`src/pkg/evs_pkg.sv`:
```
// Package: register map, field positions and reset values for the external vbus indicator select block
package evs_pkg;
	// ------------------------------------------------------------
	// Register offsets (ULPI immediate register addresses)
	// ------------------------------------------------------------
	localparam logic [5:0] EVS_OTG_CTRL_ADDR = 6'h0A;
	localparam logic [5:0] EVS_OTG_CTRL_SET = 6'h0B;
	localparam logic [5:0] EVS_OTG_CTRL_CLR = 6'h0C;
	localparam logic [5:0] EVS_IFC_CTRL_ADDR = 6'h07;
	localparam logic [5:0] EVS_IFC_CTRL_SET = 6'h08;
	localparam logic [5:0] EVS_IFC_CTRL_CLR = 6'h09;
	localparam logic [5:0] EVS_STATUS_ADDR = 6'h3E;

	// ------------------------------------------------------------
	// Field positions
	// ------------------------------------------------------------
	localparam int EVS_EXT_USE_BIT = 7;
	localparam int EVS_UNQUAL_BIT = 6;
	localparam int EVS_INVERT_BIT = 5;

	// ------------------------------------------------------------
	// Reset values
	// ------------------------------------------------------------
	localparam logic [7:0] EVS_OTG_CTRL_RST = 8'h06;
	localparam logic [7:0] EVS_IFC_CTRL_RST = 8'h00;

	// ------------------------------------------------------------
	// Receive command vbus state encoding
	// ------------------------------------------------------------
	localparam logic [1:0] EVS_VBUS_BELOW_SESS_END = 2'h0;
	localparam logic [1:0] EVS_VBUS_SESS_END_TO_VLD = 2'h1;
	localparam logic [1:0] EVS_VBUS_SESS_VLD_TO_VBUS = 2'h2;
	localparam logic [1:0] EVS_VBUS_VALID = 2'h3;
endpackage

```
`src/verilog/evs_indicator_top.sv`:
```
// Top of the external vbus indicator select block with its control registers
// Operation
// - Use bit clear: report internal comparator
// - Unqualified, not inverted: report pin directly
// - Unqualified, inverted: report inverted pin
// - Qualified: AND corrected pin with comparator
// - Invert control at interface control bit 5
// - Unqualified select at interface control bit 6
// - Use bit reads cleared after reset
// - Use bit clear: pull-down enabled
// - Use bit set: pull-down disconnected
`timescale 1ns/1ps
module evs_indicator_top
	import evs_pkg::*;
(
	input wire logic sys_clk,
	input wire logic arst_n,
	input wire logic [5:0] reg_addr,
	input wire logic [7:0] reg_wdata,
	input wire logic reg_wr,
	input wire logic reg_rd,
	output logic [7:0] reg_rdata,
	input wire logic ext_vbus_input_pin,
	input wire logic vbus_valid_comparator,
	input wire logic session_valid_comparator,
	input wire logic session_end_comparator,
	input wire logic rxcmd_taken,
	output logic ext_pulldown_en,
	output logic vbus_valid_out,
	output logic [1:0] rxcmd_vbus_state,
	output logic rxcmd_pending
);
	import evs_pkg::*;

	// ------------------------------------------------------------
	// Control registers
	// ------------------------------------------------------------
	logic [7:0] otg_ctrl;
	logic [7:0] ifc_ctrl;

	// Write decode: plain write, set and clear addresses each
	wire otg_wr = reg_wr && (reg_addr == EVS_OTG_CTRL_ADDR);
	wire otg_set = reg_wr && (reg_addr == EVS_OTG_CTRL_SET);
	wire otg_clr = reg_wr && (reg_addr == EVS_OTG_CTRL_CLR);
	wire ifc_wr = reg_wr && (reg_addr == EVS_IFC_CTRL_ADDR);
	wire ifc_set = reg_wr && (reg_addr == EVS_IFC_CTRL_SET);
	wire ifc_clr = reg_wr && (reg_addr == EVS_IFC_CTRL_CLR);

	wire [7:0] next_otg_ctrl = otg_wr ? reg_wdata : otg_set ? (otg_ctrl | reg_wdata) :
		otg_clr ? (otg_ctrl & ~reg_wdata) : otg_ctrl;
	wire [7:0] next_ifc_ctrl = ifc_wr ? reg_wdata : ifc_set ? (ifc_ctrl | reg_wdata) :
		ifc_clr ? (ifc_ctrl & ~reg_wdata) : ifc_ctrl;

	// Use bit resets cleared so the pin is ignored until the link opts in
	always_ff @(posedge sys_clk or negedge arst_n) begin
		if (!arst_n) begin
			otg_ctrl <= EVS_OTG_CTRL_RST;
			ifc_ctrl <= EVS_IFC_CTRL_RST;
		end else begin
			otg_ctrl <= next_otg_ctrl;
			ifc_ctrl <= next_ifc_ctrl;
		end
	end

	// ------------------------------------------------------------
	// Field extraction
	// ------------------------------------------------------------
	wire ext_indicator_use = otg_ctrl[EVS_EXT_USE_BIT];
	wire indicator_unqualified_sel = ifc_ctrl[EVS_UNQUAL_BIT];
	wire indicator_invert = ifc_ctrl[EVS_INVERT_BIT];

	// ------------------------------------------------------------
	// Source selection and state encoding
	// ------------------------------------------------------------
	logic vbus_valid_sel;
	logic [1:0] vbus_state;
	logic state_change;

	evs_source_mux u_mux (
		.ext_indicator_use(ext_indicator_use),
		.indicator_unqualified_sel(indicator_unqualified_sel),
		.indicator_invert(indicator_invert),
		.ext_vbus_level(ext_vbus_input_pin),
		.vbus_valid_comparator(vbus_valid_comparator),
		.vbus_valid_sel(vbus_valid_sel)
	);

	evs_vbus_state u_state (
		.sys_clk(sys_clk),
		.arst_n(arst_n),
		.vbus_valid_sel(vbus_valid_sel),
		.session_valid_comparator(session_valid_comparator),
		.session_end_comparator(session_end_comparator),
		.vbus_state(vbus_state),
		.state_change(state_change)
	);

	// ------------------------------------------------------------
	// Read path
	// ------------------------------------------------------------
	// Set and clear aliases read back the register itself; unmapped reads are zero
	wire rd_otg = (reg_addr == EVS_OTG_CTRL_ADDR) || (reg_addr == EVS_OTG_CTRL_SET) ||
		(reg_addr == EVS_OTG_CTRL_CLR);
	wire rd_ifc = (reg_addr == EVS_IFC_CTRL_ADDR) || (reg_addr == EVS_IFC_CTRL_SET) ||
		(reg_addr == EVS_IFC_CTRL_CLR);
	wire rd_sts = (reg_addr == EVS_STATUS_ADDR);
	wire [7:0] sts_word = {4'h0, vbus_valid_sel, ext_pulldown_en, vbus_state};
	wire [7:0] rd_word = rd_otg ? otg_ctrl : rd_ifc ? ifc_ctrl : rd_sts ? sts_word : 8'h00;

	// Read data stands only in the cycle after the strobe
	always_ff @(posedge sys_clk or negedge arst_n) begin
		if (!arst_n) begin
			reg_rdata <= 8'h00;
		end else begin
			reg_rdata <= reg_rd ? rd_word : 8'h00;
		end
	end

	// ------------------------------------------------------------
	// Outputs
	// ------------------------------------------------------------
	// Pending flag: a new change wins over the link taking the previous one
	wire next_pending = state_change | (rxcmd_pending & ~rxcmd_taken);

	// Pull-down held on from reset so an unused pin never floats
	always_ff @(posedge sys_clk or negedge arst_n) begin
		if (!arst_n) begin
			ext_pulldown_en <= 1'b1;
			vbus_valid_out <= 1'b0;
			rxcmd_vbus_state <= EVS_VBUS_BELOW_SESS_END;
			rxcmd_pending <= 1'b0;
		end else begin
			ext_pulldown_en <= ~next_otg_ctrl[EVS_EXT_USE_BIT];
			vbus_valid_out <= vbus_valid_sel;
			rxcmd_vbus_state <= vbus_state;
			rxcmd_pending <= next_pending;
		end
	end
endmodule

```
`src/verilog/evs_source_mux.sv`:
```
// Source selection for the reported vbus-valid level
`timescale 1ns/1ps
module evs_source_mux (
	input wire logic ext_indicator_use,
	input wire logic indicator_unqualified_sel,
	input wire logic indicator_invert,
	input wire logic ext_vbus_level,
	input wire logic vbus_valid_comparator,
	output logic vbus_valid_sel
);
	// Polarity correction of the external pin
	wire ext_corrected = ext_vbus_level ^ indicator_invert;
	// Qualified form ANDs with the comparator
	wire ext_qualified = ext_corrected & vbus_valid_comparator;
	wire ext_path = indicator_unqualified_sel ? ext_corrected : ext_qualified;
	// Internal comparator unless the external input is in use
	assign vbus_valid_sel = ext_indicator_use ? ext_path : vbus_valid_comparator;
endmodule

```
`src/verilog/evs_vbus_state.sv`:
```
// Encodes the two-bit receive command vbus state from comparator levels
`timescale 1ns/1ps
module evs_vbus_state
	import evs_pkg::*;
(
	input wire logic sys_clk,
	input wire logic arst_n,
	input wire logic vbus_valid_sel,
	input wire logic session_valid_comparator,
	input wire logic session_end_comparator,
	output logic [1:0] vbus_state,
	output logic state_change
);
	import evs_pkg::*;

	// Priority: valid above session valid above session end
	wire [1:0] next_vbus_state = vbus_valid_sel ? EVS_VBUS_VALID :
		session_valid_comparator ? EVS_VBUS_SESS_VLD_TO_VBUS :
		session_end_comparator ? EVS_VBUS_BELOW_SESS_END : EVS_VBUS_SESS_END_TO_VLD;

	// Register the state and flag a change so the link is told at the next receive command
	always_ff @(posedge sys_clk or negedge arst_n) begin
		if (!arst_n) begin
			vbus_state <= EVS_VBUS_BELOW_SESS_END;
			state_change <= 1'b0;
		end else begin
			vbus_state <= next_vbus_state;
			state_change <= (next_vbus_state != vbus_state);
		end
	end
endmodule

```
`config.mk`:
```
export PLATFORM = sky130hd
export DESIGN_NAME = evs_indicator_top
export DESIGN_NICKNAME = d
export VERILOG_FILES = /design/src/pkg/evs_pkg.sv /design/src/verilog/evs_indicator_top.sv /design/src/verilog/evs_source_mux.sv /design/src/verilog/evs_vbus_state.sv
export SDC_FILE = /design/constraint.sdc
export NUM_CORES = 1
export LEC_CHECK = 0
export BUFFER_PORTS_ARGS = -buffer_cell sky130_fd_sc_hd__buf_2
export CAP_MARGIN = 10
export CORE_MARGIN = 4
export CORE_UTILIZATION = 30
export CTS_CLUSTER_DIAMETER = 150
export DETAILED_ROUTE_END_ITERATION = 10
export GPL_TIMING_DRIVEN = 0
export MAX_ROUTING_LAYER = met4
export SYNTH_ARGS = -nofsm -noshare
export SYNTH_HDL_FRONTEND = slang
export SYNTH_SLANG_ARGS = --single-unit
```
`constraint.sdc`:
```
create_clock -name sys_clk -period 1.4 [get_ports sys_clk]
set_clock_uncertainty 0.2 [all_clocks]
set_input_delay 0.07 -clock sys_clk [delete_from_list [all_inputs] [get_ports sys_clk]]
set_output_delay 0.07 -clock sys_clk [all_outputs]
set_load 0.005 [all_outputs]
```
==> results_dict.tcl <==
set metrics [dict create \
    worstSetupPathType "flop to flop" \
    dp_hpwl_mm 2.60 \
    layout_commonest_cell "buf_2" \
    clk_transition_reported_paths_ns 0.06 \
    drv_cap 0 \
    crit_arrival_ns 1.32 \
    cts_hold_buffers 18 \
    synth_edf_count 0 \
    grt_pass1_wl_mm 6.38 \
    cts_tree "built" \
    critPathCaptureType "flop" \
    core_mm2 0.00482 \
    start_util_pct 31.6 \
    hold_viol 2 \
    async_flop_share_pct 100 \
    failed_checks "negative hold slack" \
    cts_max_level 2 \
    nets 231 \
    hp-start "session_end_comparator" \
    synth_flop_cell "dfrtp_1" \
    power_mw 2.41 \
    syn_area_per_cell_um2 10.3 \
    cts_buffers 5 \
    setup_viol 0 \
    cts.sink_count 32 \
    area_growth_pct 39.0 \
    fin_crit_sh_pct 95.9 \
    final_layout_size_suffix_gt1_share_pct 33.0 \
    clk_latency_ns 0.28 \
    ios 36 \
    drc 0 \
    grt_max_degree 33 \
    drtPass1Iterations 5 \
    yosys_warnings 0 \
    status "finished with violations" \
    crit_chain "xnor2_4, a31oi_2, xnor2_1, nand2_1" \
    fin_cells 276 \
    power_leakage_nw 0.945 \
    vias_per_cell 4.80 \
    syn-cell-area_mm2 0.00152 \
    wirelength_mm 3.96 \
    num_vias 1325 \
    worst_ep_required_time_ns 1.37 \
    ys_types 38 \
    worst_pin_slew_ns 0.690 \
    place_congestion 0.791 \
    drtAntennaViolNets 0 \
    synth-seq-area-share_pct 52.8 \
    min_path_type "primary input to flop" \
    slew_violations 0 \
    first_global_vias 1284 \
    grt_overflow 0 \
    drt_iter0_markers 81 \
    final_cell_mix "34 x buf_2, 28 x nand2_1, 27 x dfrtp_1, 18 x dlygate4sd3_1, 16 x a21oi_1" \
    fmax_ghz 0.745 \
    cp_max_fo 3 \
    cp_slowest_cell "dfrtp_2" \
    fin_crit_ns 1.34 \
    grt_usage_pct 13.5 \
    die_h_um 79.2 \
    wl_per_cell_um 14.4 \
    worstSetupStartpointType "flop" \
    crit_path_max_incr_delay_ns 0.45 \
    cts.path.max_buffers 2 \
    hold_ws_ns -0.0965 \
    path_delay_family "flip-flops" \
    antenna_found_initial 0 \
    p_per_area_mw_per_mm2 1140 \
    ctsRootBufferMaster "clkbuf_8" \
    fin_setup_tns_ns 0 \
    place.port_buffers 34 \
    relSlewSlack_pct 54.0 \
    yosys_register_bits 32 \
    chipWidth_um 79.2 \
    fillers 483 \
    synth_cells 148 \
    cp_num_buf_inv 0 \
    dp.cells 249 \
    ir_worst_vdd_uv 440 \
    synth_nets 171 \
    final_core_util_pct 43.9 \
    die_area_mm2 0.00628 \
    row_count 25 \
    antennaDiodeCount 0 \
]
final cells by class:
cell class | instances | area (µm²) | share of cell area (%)
inverters | 2 | 7.51 | 0.355
plain buffers | 3 | 23.8 | 1.12
clock buffers | 8 | 100 | 4.73
repair buffers | 54 | 368 | 17.4
multi-input cells | 110 | 727 | 34.3
flip-flops and latches | 32 | 807 | 38.1
well taps | 67 | 83.8 | 3.96
final timing paths:
| check | cells past startpoint | to | slack (ns) |
|---|---|---|---|
| min in group asynchronous | 2 | vbus_valid_out | 0.18 |
| min reg2reg | 1 | rxcmd_pending | 0.23 |
| max | 4 | u_state.state_change | 0.06 |
| min | 3 | u_state.vbus_state[0] | -0.1 |
| max reg2reg | 4 | u_state.state_change | 0.06 |
| max in group asynchronous | 2 | otg_ctrl[7] | 0.33 |
power breakdown:
group / internal [mW] / switching, mW
registers: 1.08 / 0.0992
clock network: 0.448 / 0.334
logic: 0.235 / 0.211
layer usage:
| layer | vias to the layer above | GRT usage [%] | part of all wire, % |
|---|---|---|---|
| met5 | - | - | 0 |
| met4 | 0 | 3.09 | 0.48 |
| met3 | 2 | 3.74 | 5.1 |
| met2 | 39 | 21.8 | 49 |
| met1 | 621 | 17.0 | 45 |
| li1 | 663 | - | - |
cell usage after synthesis, types with 2 or more instances:
| library cell | number | share of area [%] |
|---|---|---|
| dfrtp_1 | 29 | 48 |
| a221oi_1 | 4 | 2.3 |
| o21ai_0 | 4 | 1.3 |
| nand2_1 | 28 | 6.9 |
| nor2_1 | 4 | 0.99 |
| xnor2_1 | 3 | 1.7 |
| nor3b_2 | 3 | 2.5 |
| dfstp_2 | 3 | 5.2 |
| o21ai_1 | 8 | 2.6 |
| a31oi_1 | 8 | 3.3 |
| buf_2 | 2 | 0.66 |
| a21oi_1 | 17 | 5.6 |
| inv_1 | 2 | 0.49 |
| a22oi_1 | 5 | 2.5 |
| nor2b_1 | 5 | 2.1 |
cells by family (layout without fill, tap and decap cells):
kind of cell / Yosys count / after routing / synth area share (%)
AO/OA/AOI/OAI: 57 / 57 / 25.4
AND/OR/NAND/NOR: 50 / 50 / 17.7
flip-flops: 32 / 32 / 52.8
buffers and inverters: 6 / 67 / 2.38
XOR/XNOR: 3 / 3 / 1.73
worst register-to-register path: cells and delay by family, from the launching register on:
| family | cells | cell delay [ns] |
|---|---|---|
| XOR/XNOR | 2 | 0.30 |
| AND/OR/NAND/NOR | 1 | 0.07 |
| AO/OA/AOI/OAI | 1 | 0.22 |
| flip-flops | 1 | 0.45 |
what timing repair did:
action	in CTS	in global routing
resized for setup	5	4
endpoints found under the setup margin	2	4
buffers inserted	1	2
pin swaps	2	4
endpoints found under the hold margin	58	2
per-stage QoR:
step / setup slack, ns / instance area [µm²]
2_1_floorplan: 0.0370 / 1520
3_3_place_gp: -0.152 / 1780
3_5_place_dp: -0.149 / 1780
4_1_cts: 0.00801 / 2080
5_1_grt: -0.00237 / 2120
6_report: 0.0573 / 2120
Note: power is estimated with default switching activity, not from simulation.
